**config.mk**
```make
export PLATFORM = sky130hd
export DESIGN_NAME = ebh_host
export DESIGN_NICKNAME = d
export VERILOG_FILES = /design/src/rtl/ebh_pkg.sv /design/src/rtl/ebh_sync.sv /design/src/rtl/ebh_apb_master.sv /design/src/rtl/ebh_host.sv
export SDC_FILE = /design/constraint.sdc
export NUM_CORES = 1
export LEC_CHECK = 0
export BUFFER_PORTS_ARGS = -buffer_cell sky130_fd_sc_hd__buf_2
export CORE_MARGIN = 2
export CORE_UTILIZATION = 35
export CTS_BUF_LIST = sky130_fd_sc_hd__clkbuf_4
export DETAILED_ROUTE_END_ITERATION = 8
export MAX_ROUTING_LAYER = met4
export PLACE_DENSITY = 0.63
export SKIP_LAST_GASP = 1
export SLEW_MARGIN = 20
export SYNTH_ARGS = -nofsm -noshare
export SYNTH_HDL_FRONTEND = slang
export SYNTH_SLANG_ARGS = --single-unit
```
**constraint.sdc**
```tcl
create_clock -name clk -period 26.2 [get_ports clk]
set_input_delay 0 -clock clk [delete_from_list [all_inputs] [get_ports clk]]
set_output_delay 0 -clock clk [all_outputs]
set_load 0.02 [all_outputs]
```
**src/rtl/ebh_pkg.sv**
```systemverilog
// Shared constants and types of the bridge interrupt host controller
package ebh_pkg;

  // Device register offsets inside the control/status slave window
  localparam logic [31:0] DEV_IRQ_STATUS  = 32'h0000_0040;
  localparam logic [31:0] DEV_IRQ_ENABLE  = 32'h0000_0050;
  localparam logic [31:0] DEV_BUS_IRQ_EN  = 32'h0000_3070;
  localparam logic [31:0] DEV_L2B_STATUS  = 32'h0000_3060;

  // Configuration space offsets and control bits
  localparam logic [31:0] CFG_COMMAND     = 32'h0000_0004;
  localparam logic [31:0] CFG_MSG_CTRL    = 32'h0000_0050;
  localparam int          CMD_INTX_DIS    = 10;
  localparam int          MSG_EN_BIT      = 16;

  // Mailbox flag bits in the status word
  localparam logic [31:0] MBOX_MASK       = 32'h00ff_0000;

  // Own register offsets on the software port
  localparam logic [7:0]  SW_CTRL         = 8'h00;
  localparam logic [7:0]  SW_STAT         = 8'h04;
  localparam logic [7:0]  SW_LINK_EN      = 8'h08;
  localparam logic [7:0]  SW_BUS_EN       = 8'h0c;
  localparam logic [7:0]  SW_LAST_ST      = 8'h10;
  localparam logic [7:0]  SW_LAST_MB      = 8'h14;
  localparam logic [2:0]  SW_TBL_PAGE     = 3'h1;

  // Control word fields
  localparam int          CTRL_GO_MSI     = 0;
  localparam int          CTRL_GO_LEG     = 1;
  localparam int          CTRL_PROG_EN    = 2;
  localparam int          CTRL_SEND       = 3;
  localparam int          CTRL_IDX_LSB    = 4;
  localparam int          CTRL_AUTO       = 8;
  localparam int          CTRL_LEG_REQ    = 9;

  // Status word fields
  localparam int          STAT_BUSY       = 0;
  localparam int          STAT_MSI        = 1;
  localparam int          STAT_ERR        = 2;

  // Reset values
  localparam logic [31:0] RST_WORD        = 32'h0000_0000;

  typedef enum logic [9:0] {
    S_IDLE    = 10'h001,
    S_EN_LINK = 10'h002,
    S_EN_BUS  = 10'h004,
    S_CFG_RD  = 10'h008,
    S_CFG_WR  = 10'h010,
    S_ST_RD   = 10'h020,
    S_ST_CLR  = 10'h040,
    S_MB_RD   = 10'h080,
    S_MB_CLR  = 10'h100,
    S_MSG_WR  = 10'h200
  } ebh_state_t;

  typedef enum logic [2:0] {
    M_IDLE  = 3'h1,
    M_SETUP = 3'h2,
    M_ACC   = 3'h4
  } ebh_mstate_t;

endpackage : ebh_pkg

```
**src/rtl/ebh_sync.sv**
```systemverilog
// Three-stage input synchroniser with agreement filter
`timescale 1ns/10ps
module ebh_sync
  import ebh_pkg::*;
#(
  parameter int W = 2
) (
  input  wire logic         clk,
  input  wire logic         rst,
  input  wire logic [W-1:0] din,
  output logic      [W-1:0] dout
);

  typedef struct packed {
    logic [W-1:0] s1;
    logic [W-1:0] s2;
    logic [W-1:0] s3;
    logic [W-1:0] out;
  } ebh_sync_t;

  ebh_sync_t r_q;
  ebh_sync_t r_d;

  always_comb begin
    r_d     = r_q;
    r_d.s1  = din;
    r_d.s2  = r_q.s1;
    r_d.s3  = r_q.s2;
    // Only stages two and three vote; stage one stays private
    for (int i = 0; i < W; i++) begin
      if (r_q.s2[i] == r_q.s3[i]) begin
        r_d.out[i] = r_q.s3[i];
      end
    end
  end

  always_ff @(posedge clk or posedge rst) begin
    if (rst) begin
      r_q <= '0;
    end else begin
      r_q <= r_d;
    end
  end

  assign dout = r_q.out;

endmodule : ebh_sync

```
**src/rtl/ebh_apb_master.sv**
```systemverilog
// APB master sequencer toward the bridge control/status and config windows
`timescale 1ns/10ps
module ebh_apb_master
  import ebh_pkg::*;
(
  input  wire logic        clk,
  input  wire logic        rst,
  input  wire logic        req,
  input  wire logic        req_write,
  input  wire logic [31:0] req_addr,
  input  wire logic [31:0] req_wdata,
  output logic             done,
  output logic             done_err,
  output logic             psel,
  output logic             penable,
  output logic             pwrite,
  output logic      [31:0] paddr,
  output logic      [31:0] pwdata,
  input  wire logic        pready,
  input  wire logic        pslverr
);

  typedef struct packed {
    ebh_mstate_t st;
    logic        write;
    logic [31:0] addr;
    logic [31:0] wdata;
  } ebh_mst_t;

  ebh_mst_t r_q;
  ebh_mst_t r_d;

  always_comb begin
    r_d = r_q;
    unique case (r_q.st)
      M_IDLE: begin
        // Request is latched so the pins hold steady until completion
        if (req) begin
          r_d.st    = M_SETUP;
          r_d.write = req_write;
          r_d.addr  = req_addr;
          r_d.wdata = req_wdata;
        end
      end
      M_SETUP: r_d.st = M_ACC;
      M_ACC: begin
        if (pready) begin
          r_d.st = M_IDLE;
        end
      end
      default: r_d.st = M_IDLE;
    endcase
  end

  always_ff @(posedge clk or posedge rst) begin
    if (rst) begin
      r_q <= '{st: M_IDLE, write: 1'b0, addr: '0, wdata: '0};
    end else begin
      r_q <= r_d;
    end
  end

  assign psel     = (r_q.st == M_SETUP) || (r_q.st == M_ACC);
  assign penable  = (r_q.st == M_ACC);
  assign pwrite   = r_q.write;
  assign paddr    = r_q.addr;
  assign pwdata   = r_q.wdata;
  assign done     = (r_q.st == M_ACC) && pready;
  assign done_err = (r_q.st == M_ACC) && pready && pslverr;

endmodule : ebh_apb_master

```
**src/rtl/ebh_host.sv**
```systemverilog
// Host-side interrupt service controller for the bus bridge endpoint
`timescale 1ns/10ps
module ebh_host
  import ebh_pkg::*;
#(
  parameter int          NIRQ     = 16,
  parameter int          TBL_N    = 4,
  parameter logic [31:0] CRA_BASE = 32'h0000_0000,
  parameter logic [31:0] CFG_BASE = 32'h0001_0000
) (
  input  wire logic            clk,
  input  wire logic            rst,
  // Software port
  input  wire logic            s_psel,
  input  wire logic            s_penable,
  input  wire logic            s_pwrite,
  input  wire logic [7:0]      s_paddr,
  input  wire logic [31:0]     s_pwdata,
  output logic      [31:0]     s_prdata,
  output logic                 s_pready,
  output logic                 s_pslverr,
  // Master toward the bridge
  output logic                 m_psel,
  output logic                 m_penable,
  output logic                 m_pwrite,
  output logic      [31:0]     m_paddr,
  output logic      [31:0]     m_pwdata,
  input  wire logic [31:0]     m_prdata,
  input  wire logic            m_pready,
  input  wire logic            m_pslverr,
  // Interrupt pins
  input  wire logic            link_irq,
  input  wire logic            bus_irq,
  output logic      [NIRQ-1:0] bus_irq_clear,
  output logic                 legacy_irq_request,
  output logic                 busy
);

  // Refuse sizes the status word and table index cannot serve
  if (NIRQ < 1 || NIRQ > 16) begin : g_bad_nirq
    $error("NIRQ must be 1 to 16");
  end
  if (TBL_N < 1 || TBL_N > 4) begin : g_bad_tbl
    $error("TBL_N must be 1 to 4");
  end

  localparam logic [31:0] IN_MASK  = 32'((64'h1 << NIRQ) - 64'h1);
  localparam logic [31:0] ALL_MASK = IN_MASK | MBOX_MASK;

  typedef struct packed {
    ebh_state_t                  st;
    logic                        auto_svc;
    logic                        leg_req;
    logic [31:0]                 link_en;
    logic [31:0]                 bus_en;
    logic [31:0]                 last_st;
    logic [31:0]                 last_mb;
    logic [31:0]                 rdata;
    logic                        phase;
    logic                        to_msi;
    logic                        mode_msi;
    logic                        err;
    logic [1:0]                  idx;
    logic [NIRQ-1:0]             clr;
    logic [TBL_N-1:0][31:0]      tbl_addr;
    logic [TBL_N-1:0][31:0]      tbl_data;
  } ebh_host_t;

  ebh_host_t r_q;
  ebh_host_t r_d;

  logic [1:0]  irq_s;
  logic        m_req;
  logic        m_write;
  logic [31:0] m_addr;
  logic [31:0] m_wdata;
  logic        m_done;
  logic        m_err;
  logic        sw_wr;
  logic        sw_acc;
  logic        sw_hit;
  logic [31:0] sw_rd;
  logic [4:0]  pick;
  logic [31:0] cfg_off;
  logic [31:0] cfg_bit;
  logic [31:0] pend;

  // Lowest set bit; service order is the host's own choice
  function automatic logic [4:0] lowest_one(input logic [31:0] v);
    logic [4:0] r;
    r = 5'h00;
    for (int i = 31; i >= 0; i--) begin
      if (v[i]) r = 5'(i);
    end
    return r;
  endfunction : lowest_one

  function automatic logic tbl_hit(input logic [7:0] a);
    return (a[7:5] == SW_TBL_PAGE) && (int'(a[4:3]) < TBL_N);
  endfunction : tbl_hit

  ebh_sync #(.W(2)) u_sync (
    .clk  (clk),
    .rst  (rst),
    .din  ({bus_irq, link_irq}),
    .dout (irq_s)
  );

  ebh_apb_master u_mst (
    .clk       (clk),
    .rst       (rst),
    .req       (m_req),
    .req_write (m_write),
    .req_addr  (m_addr),
    .req_wdata (m_wdata),
    .done      (m_done),
    .done_err  (m_err),
    .psel      (m_psel),
    .penable   (m_penable),
    .pwrite    (m_pwrite),
    .paddr     (m_paddr),
    .pwdata    (m_pwdata),
    .pready    (m_pready),
    .pslverr   (m_pslverr)
  );

  // Software port: zero wait state, errors on unmapped words
  assign sw_acc = s_psel && s_penable;
  assign sw_wr  = sw_acc && s_pwrite;
  assign sw_hit = (s_paddr == SW_CTRL) || (s_paddr == SW_STAT) ||
                  (s_paddr == SW_LINK_EN) || (s_paddr == SW_BUS_EN) ||
                  (s_paddr == SW_LAST_ST) || (s_paddr == SW_LAST_MB) ||
                  tbl_hit(s_paddr);
  assign s_pready  = 1'b1;
  assign s_pslverr = sw_acc && !sw_hit;

  always_comb begin
    sw_rd = '0;
    if (tbl_hit(s_paddr)) begin
      sw_rd = s_paddr[2] ? r_q.tbl_data[s_paddr[4:3]] : r_q.tbl_addr[s_paddr[4:3]];
    end else begin
      unique case (s_paddr)
        SW_CTRL: begin
          sw_rd[CTRL_AUTO]    = r_q.auto_svc;
          sw_rd[CTRL_LEG_REQ] = r_q.leg_req;
        end
        SW_STAT: begin
          sw_rd[STAT_BUSY] = (r_q.st != S_IDLE);
          sw_rd[STAT_MSI]  = r_q.mode_msi;
          sw_rd[STAT_ERR]  = r_q.err;
        end
        SW_LINK_EN: sw_rd = r_q.link_en;
        SW_BUS_EN:  sw_rd = r_q.bus_en;
        SW_LAST_ST: sw_rd = r_q.last_st;
        SW_LAST_MB: sw_rd = r_q.last_mb;
        default:    sw_rd = '0;
      endcase
    end
  end
  assign s_prdata = sw_rd;

  // Config step order: new type enabled first, old one disabled second
  assign cfg_off = (r_q.phase == r_q.to_msi) ? CFG_COMMAND : CFG_MSG_CTRL;
  assign cfg_bit = (cfg_off == CFG_MSG_CTRL) ? (32'h1 << MSG_EN_BIT)
                                             : (32'h1 << CMD_INTX_DIS);
  assign pend    = m_prdata & ALL_MASK;
  assign pick    = lowest_one(pend);

  // Request toward the bridge is decoded from registered fields alone, not the state only
  always_comb begin
    m_req   = 1'b1;
    m_write = 1'b1;
    m_addr  = '0;
    m_wdata = '0;
    unique case (r_q.st)
      S_IDLE: m_req = 1'b0;
      S_EN_LINK: begin
        m_addr  = CRA_BASE + DEV_IRQ_ENABLE;
        m_wdata = r_q.link_en;
      end
      S_EN_BUS: begin
        m_addr  = CRA_BASE + DEV_BUS_IRQ_EN;
        m_wdata = r_q.bus_en;
      end
      S_CFG_RD: begin
        m_write = 1'b0;
        m_addr  = CFG_BASE + cfg_off;
      end
      S_CFG_WR: begin
        m_addr  = CFG_BASE + cfg_off;
        m_wdata = r_q.to_msi ? (r_q.rdata | cfg_bit) : (r_q.rdata & ~cfg_bit);
      end
      S_ST_RD: begin
        m_write = 1'b0;
        m_addr  = CRA_BASE + DEV_IRQ_STATUS;
      end
      S_ST_CLR: begin
        m_addr  = CRA_BASE + DEV_IRQ_STATUS;
        m_wdata = 32'h1 << lowest_one(r_q.last_st & MBOX_MASK);
      end
      S_MB_RD: begin
        m_write = 1'b0;
        m_addr  = CRA_BASE + DEV_L2B_STATUS;
      end
      S_MB_CLR: begin
        m_addr  = CRA_BASE + DEV_L2B_STATUS;
        m_wdata = 32'h1 << lowest_one(r_q.last_mb);
      end
      S_MSG_WR: begin
        m_addr  = r_q.tbl_addr[r_q.idx];
        m_wdata = r_q.tbl_data[r_q.idx];
      end
    endcase
  end

  always_comb begin
    r_d     = r_q;
    r_d.clr = '0;

    if (sw_wr) begin
      if (s_paddr == SW_CTRL) begin
        r_d.auto_svc = s_pwdata[CTRL_AUTO];
        r_d.leg_req  = s_pwdata[CTRL_LEG_REQ];
      end
      if (s_paddr == SW_LINK_EN) r_d.link_en = s_pwdata;
      if (s_paddr == SW_BUS_EN) r_d.bus_en = s_pwdata;
      if (s_paddr == SW_STAT && s_pwdata[STAT_ERR]) r_d.err = 1'b0;
      // Root port programs the message table through this port
      if (tbl_hit(s_paddr)) begin
        if (s_paddr[2]) r_d.tbl_data[s_paddr[4:3]] = s_pwdata;
        else r_d.tbl_addr[s_paddr[4:3]] = s_pwdata;
      end
    end

    // Set wins over the software clear in the same cycle
    if (m_err) r_d.err = 1'b1;

    unique case (r_q.st)
      S_IDLE: begin
        // Commands landing while busy are dropped, not queued
        if (sw_wr && s_paddr == SW_CTRL &&
            (s_pwdata[CTRL_GO_MSI] || s_pwdata[CTRL_GO_LEG])) begin
          r_d.to_msi = s_pwdata[CTRL_GO_MSI];
          r_d.phase  = 1'b0;
          r_d.st     = S_CFG_RD;
        end else if (sw_wr && s_paddr == SW_CTRL && s_pwdata[CTRL_PROG_EN]) begin
          r_d.st = S_EN_LINK;
        end else if (sw_wr && s_paddr == SW_CTRL && s_pwdata[CTRL_SEND]) begin
          r_d.idx = s_pwdata[CTRL_IDX_LSB +: 2] & 2'(TBL_N - 1);
          r_d.st  = S_MSG_WR;
        end else if (r_q.auto_svc && irq_s[0]) begin
          r_d.st = S_ST_RD;
        end else if (r_q.auto_svc && irq_s[1]) begin
          r_d.st = S_MB_RD;
        end
      end
      S_EN_LINK: if (m_done) r_d.st = S_EN_BUS;
      S_EN_BUS:  if (m_done) r_d.st = S_IDLE;
      S_CFG_RD: begin
        if (m_done) begin
          r_d.rdata = m_prdata;
          r_d.st    = S_CFG_WR;
        end
      end
      S_CFG_WR: begin
        if (m_done) begin
          if (!r_q.phase) begin
            r_d.phase = 1'b1;
            r_d.st    = S_CFG_RD;
          end else begin
            r_d.mode_msi = r_q.to_msi;
            r_d.st       = S_IDLE;
          end
        end
      end
      S_ST_RD: begin
        if (m_done) begin
          r_d.last_st = m_prdata;
          if (pend == '0) begin
            r_d.st = S_IDLE;
          end else if (MBOX_MASK[pick]) begin
            r_d.st = S_ST_CLR;
          end else begin
            // One bit per pass; the re-read picks up the rest
            for (int i = 0; i < NIRQ; i++) begin
              if (5'(i) == pick) r_d.clr[i] = 1'b1;
            end
          end
        end
      end
      S_ST_CLR: if (m_done) r_d.st = S_ST_RD;
      S_MB_RD: begin
        if (m_done) begin
          r_d.last_mb = m_prdata;
          r_d.st      = (m_prdata == '0) ? S_IDLE : S_MB_CLR;
        end
      end
      S_MB_CLR:  if (m_done) r_d.st = S_MB_RD;
      S_MSG_WR:  if (m_done) r_d.st = S_IDLE;
    endcase
  end

  always_ff @(posedge clk or posedge rst) begin
    if (rst) begin
      r_q          <= '0;
      r_q.st       <= S_IDLE;
      r_q.link_en  <= RST_WORD;
      r_q.bus_en   <= RST_WORD;
    end else begin
      r_q <= r_d;
    end
  end

  assign bus_irq_clear      = r_q.clr;
  assign legacy_irq_request = r_q.leg_req;
  assign busy               = (r_q.st != S_IDLE);

endmodule : ebh_host

```
==> results <==
- The run finished with clean final reports.
- STA classifies the critical path endpoint as an output port.
- The worst hold path passes through 4 cells.
- In the routed design, unresolved DRC markers number 0.
- Compared with the post-synthesis result, the final layout area differs by 18.2%.
- The area of all sequential standard cells is 0.0132 mm2.
- For the final routed database, the setup TNS stands at 0 ns.
- The H-tree was split into 4 levels.
- Along the worst path, the maximum fanout reaches 24.
- The worst hold-check path type is primary input to flop.
- The average cell area after synthesis is 12.6 um2.
- In this design, the largest share of critical-path delay is due to simple AND/OR/NAND/NOR gates.
- TritonCTS built the clock tree.
- At the end of routability-driven placement, the weighted congestion stood at 0.940.
- The area taken by multi-input logic gates is about 0.012 mm2.
- The critical path start-end classification is primary input to output port.
- The number of warnings printed during yosys synthesis is 0.
- Cell internal power was estimated by the tool at 1.44 mW.
- Measured along the y axis, the die boundary spans between 200 and 300 um.
- The share of power burned in combinational logic is 0.200.
- The number of flops mapped to enable cells by yosys is 0.
- The cell repeated most along the worst path is sky130_fd_sc_hd__buf_2.
- The worst register-to-register path begins at r_q[445].
- The post-synthesis async set-or-reset flop share is 1.00.
- Measured against its own limit, the worst slew margin works out to 0.248.
- The slew at the pin with the worst max-slew slack is 1.10 ns.
- The detailed-routing iteration count for the pre-antenna-repair pass is 5.
- The initial antenna violation count is 8.
- The setup fix buffers added after clock tree synthesis is 0.
- The final critical delay including setup and external delays is just under 4 ns.
- After detailed routing, the number of vias per cell comes to around 5.8.
- The half-perimeter wire length of the detailed placement result is 59.5 mm.
- For this run, the top clock speed supported by timing is 256 MHz.
- The first global-routing pass estimated between 100 and 150 mm of wire.
- The cell at the root of the clock tree is sky130_fd_sc_hd__clkbuf_4.
- Synthesis produced 2108 cells.
- The count of buffers inserted at the top-level ports is 198.
- The total of cells resized after clock tree synthesis is 0.
- The tool flagged a number of max-cap violations equal to 0.
- The sequential share of power is 0.447.
- Data on the critical path is required at its endpoint by 26.20 ns.
- The share of the Yosys chip area taken by registers is 0.495.
- In this design, the stage delay of the slowest critical-path cell is 0.69 ns.
- The wire length after detailed routing is 93.3 mm.
- The number of hold violations in the final report came to 0.
- The total routing usage reported by global routing is 0.248.
- Power spread over the standard cell area amounts to 69.2 mW/mm2.
- The number of cells on the worst reg-to-reg path is 6.
- The worst endpoint data arrival time is around 4 ns.
- For this block, the via count after detailed routing is just over 20000.
- Clock-pin slew was measured on the worst setup and hold paths at around 0.060 ns.
- In this run the worst setup path begins at s_paddr[7].
- Walking the worst path, the cells encountered are dlygate4sd3_1, buf_2, or4_1, nor3_1, and2_1, buf_4, a21oi_1, nor2_1, buf_2.
- The largest net degree at the start of global routing is 186.
- The number of routed nets with antenna violations is 0.
- From left edge to right edge, the die measures 280 um.
- The average wire length per cell after detail routing is 26.8 um.
- In this run the power spent charging and discharging nets is approximately 0.73 mW.
- The core region is 0.0756 mm2.
- Setup repair after global routing left no endpoint under its margin.
- The row count is ~100.
- The worst reg-to-reg setup slack is between 20 and 25 ns.
- 200 I/O pins were placed.
- The hold-fix buffer count after cts is 162.
- The depth of the critical timing path with buffers and inverters included is 9.
- The total of flip-flops plus latches after synthesis is approximately 530.
- The start point of the worst hold path is s_paddr[3].
- The post-route total power is 2.17 mW.
- In the final layout, the share of cells above drive strength 1 is 0.418.
- The number of fill cells in the layout is 7107.
- The clock reaches the later pin of the worst-skew pair after 1.01 ns.
- The initial utilization of the core area, before any placement, comes to 0.352.
- Counting both buffers and inverters, the worst setup path holds a total of 4.
- After global routing the overflow that remains totals 0.
- The setup violation total in the final timing report is 0.
- The number of nets in the synthesized netlist is 2189.
- The post-synthesis instance area is 0.0266 mm2.
- The primary flip-flop cell chosen by synthesis mapping is sky130_fd_sc_hd__dfrtp_1.
- The highest ir drop seen on vdd is 0.0536 mV.
- Of the total power, the clock network draws 0.353.
- The number of different library cells used by synthesis comes to 68.
- The number of buffers created by CTS is 143.
- The leakage component of the power is 14.6 nW.
- The post-route clock period utilization is 0.149.
- The number of max-slew violations in the final report was 0.
- The die covers roughly 0.078 mm2.
- The total number of clock tree sinks is 526.
- The library cell used most frequently in the layout, excluding fill and tap cells, is sky130_fd_sc_hd__dfrtp_1.
- The number of global-route vias before repair is approximately 21000.
- The type of element launching the critical path is a primary input.
- The longest clock path from root to sink contains 3 buffers.
- The switching part of the total is 0.336.
- The slowest cell on the critical path is sky130_fd_sc_hd__and2_1.
- The number of violations reported at the end of detailed-routing iteration 0 is 1774.
- The library cells used most frequently in the layout, excluding fill and tap cells, are sky130_fd_sc_hd__dfrtp_1, sky130_fd_sc_hd__mux2_2, sky130_fd_sc_hd__clkbuf_4.
- After the last flow step, the layout net total stands at 2480.
- Clock skew on the completed layout was measured at between 0.06 and 0.07 ns.
-- worst reg2reg max path: stages, from the launching register on --
cell	delay, ns
sky130_fd_sc_hd__dfrtp_1	0.47
sky130_fd_sc_hd__or4_1	0.75
sky130_fd_sc_hd__or4_1	0.86
sky130_fd_sc_hd__mux2i_1	0.21
sky130_fd_sc_hd__a31oi_1	0.47
sky130_fd_sc_hd__nand4_1	0.45
sky130_fd_sc_hd__o21ai_0	0.31
-- state kept, by name, indices dropped and copies added, names as in the netlist --
name / count
bus_irq_clear: 16
legacy_irq_request: 1
r_q: 433
u_mst.paddr: 32
u_mst.pwdata: 32
u_mst.pwrite: 1
u_mst.r_q: 3
u_sync.dout: 2
u_sync.r_d: 4
u_sync.r_q: 2
-- per-stage QoR --
stage | setup slack, ns | area, um2 | util | hold slack [ns] | instances
2_1_floorplan | 11.51 | 26600 | - | 0.0314 | 2108
3_3_place_gp | 22.45 | 27900 | 0.370 | 0.117 | 3069
3_5_place_dp | 22.30 | 27900 | 0.370 | 0.110 | 3069
4_1_cts | 22.24 | 31400 | 0.415 | 0.00269 | 3470
5_1_grt | 22.26 | 31400 | 0.416 | 0.0695 | 3477
6_report | 22.29 | 31400 | 0.416 | 0.101 | 3477
-- path summary, 6_finish.rpt --
path,endpoint
max,s_prdata[7]
min,r_q[240]
max reg2reg,u_mst.pwdata[23]
min reg2reg,u_sync.r_d[3]
max in group asynchronous,r_q[92]
min in group asynchronous,u_mst.paddr[13]
-- cell type report --
type | count | share of cell area
clock inverter | 25 | 0.00720
multi-input combinational | 1312 | 0.388
antenna | 6 | 0.000478
clock buffer | 214 | 0.0511
timing repair buffer | 398 | 0.0935
sequential | 526 | 0.419
inverter | 18 | 0.00239
tap | 978 | 0.0389
-- per-layer routing --
| metal | global-route usage | part of all wire | up-vias |
|---|---|---|---|
| met3 | 0.0564 | 0.079 | 212 |
| met2 | 0.376 | 0.47 | 985 |
| met5 | - | 0 | - |
| met1 | 0.319 | 0.41 | 10600 |
| met4 | 0.109 | 0.041 | 0 |
| li1 | - | - | 8540 |
-- synthesized netlist by cell type, types with 5 or more instances --
cell type	instances	area share
sky130_fd_sc_hd__nand3_1	55	0.010
sky130_fd_sc_hd__a22oi_1	105	0.030
sky130_fd_sc_hd__or4_1	12	0.0034
sky130_fd_sc_hd__mux4_2	128	0.11
sky130_fd_sc_hd__inv_1	18	0.0025
sky130_fd_sc_hd__nor3b_1	5	0.0014
sky130_fd_sc_hd__o21ai_0	56	0.011
sky130_fd_sc_hd__a22o_1	7	0.0023
sky130_fd_sc_hd__o211ai_1	7	0.0020
sky130_fd_sc_hd__clkbuf_1	108	0.015
sky130_fd_sc_hd__o21ai_1	10	0.0019
sky130_fd_sc_hd__nand2_1	133	0.019
sky130_fd_sc_hd__a21o_1	5	0.0014
sky130_fd_sc_hd__o22ai_1	27	0.0064
sky130_fd_sc_hd__buf_4	81	0.023
sky130_fd_sc_hd__nor2_1	81	0.011
sky130_fd_sc_hd__buf_2	13	0.0024
sky130_fd_sc_hd__a21oi_1	61	0.011
sky130_fd_sc_hd__mux2_2	417	0.18
sky130_fd_sc_hd__dfrtp_1	524	0.49
sky130_fd_sc_hd__a221o_1	29	0.011
sky130_fd_sc_hd__nand4_1	8	0.0019
sky130_fd_sc_hd__nand2b_1	10	0.0024
sky130_fd_sc_hd__nor4_1	25	0.0059
sky130_fd_sc_hd__buf_1	48	0.0068
sky130_fd_sc_hd__nor2b_1	8	0.0019
sky130_fd_sc_hd__o31ai_1	7	0.0020
sky130_fd_sc_hd__nor3_1	31	0.0058
-- cells by family after synthesis --
group	after synthesis	share of synthesized area
buffers and inverters	270	0.0507
AND/OR/NAND/NOR	395	0.0716
multiplexers	549	0.286
other	1	0.000141
AO/OA/AOI/OAI	358	0.0928
XOR/XNOR	5	0.00165
flip-flops	526	0.495
adder cells (fa/ha/maj)	4	0.00151
-- power by group through the flow --
stage	combinational, mW	sequential [mW]	clock [mW]
CTS	0.433	0.967	0.785
global route	0.472	0.976	0.830
detailed placement	0.411	0.981	0
finish	0.435	0.972	0.768
floorplan	0.296	0.934	0
global placement	0.406	0.979	0
Note: power is estimated with default switching activity, not from simulation.
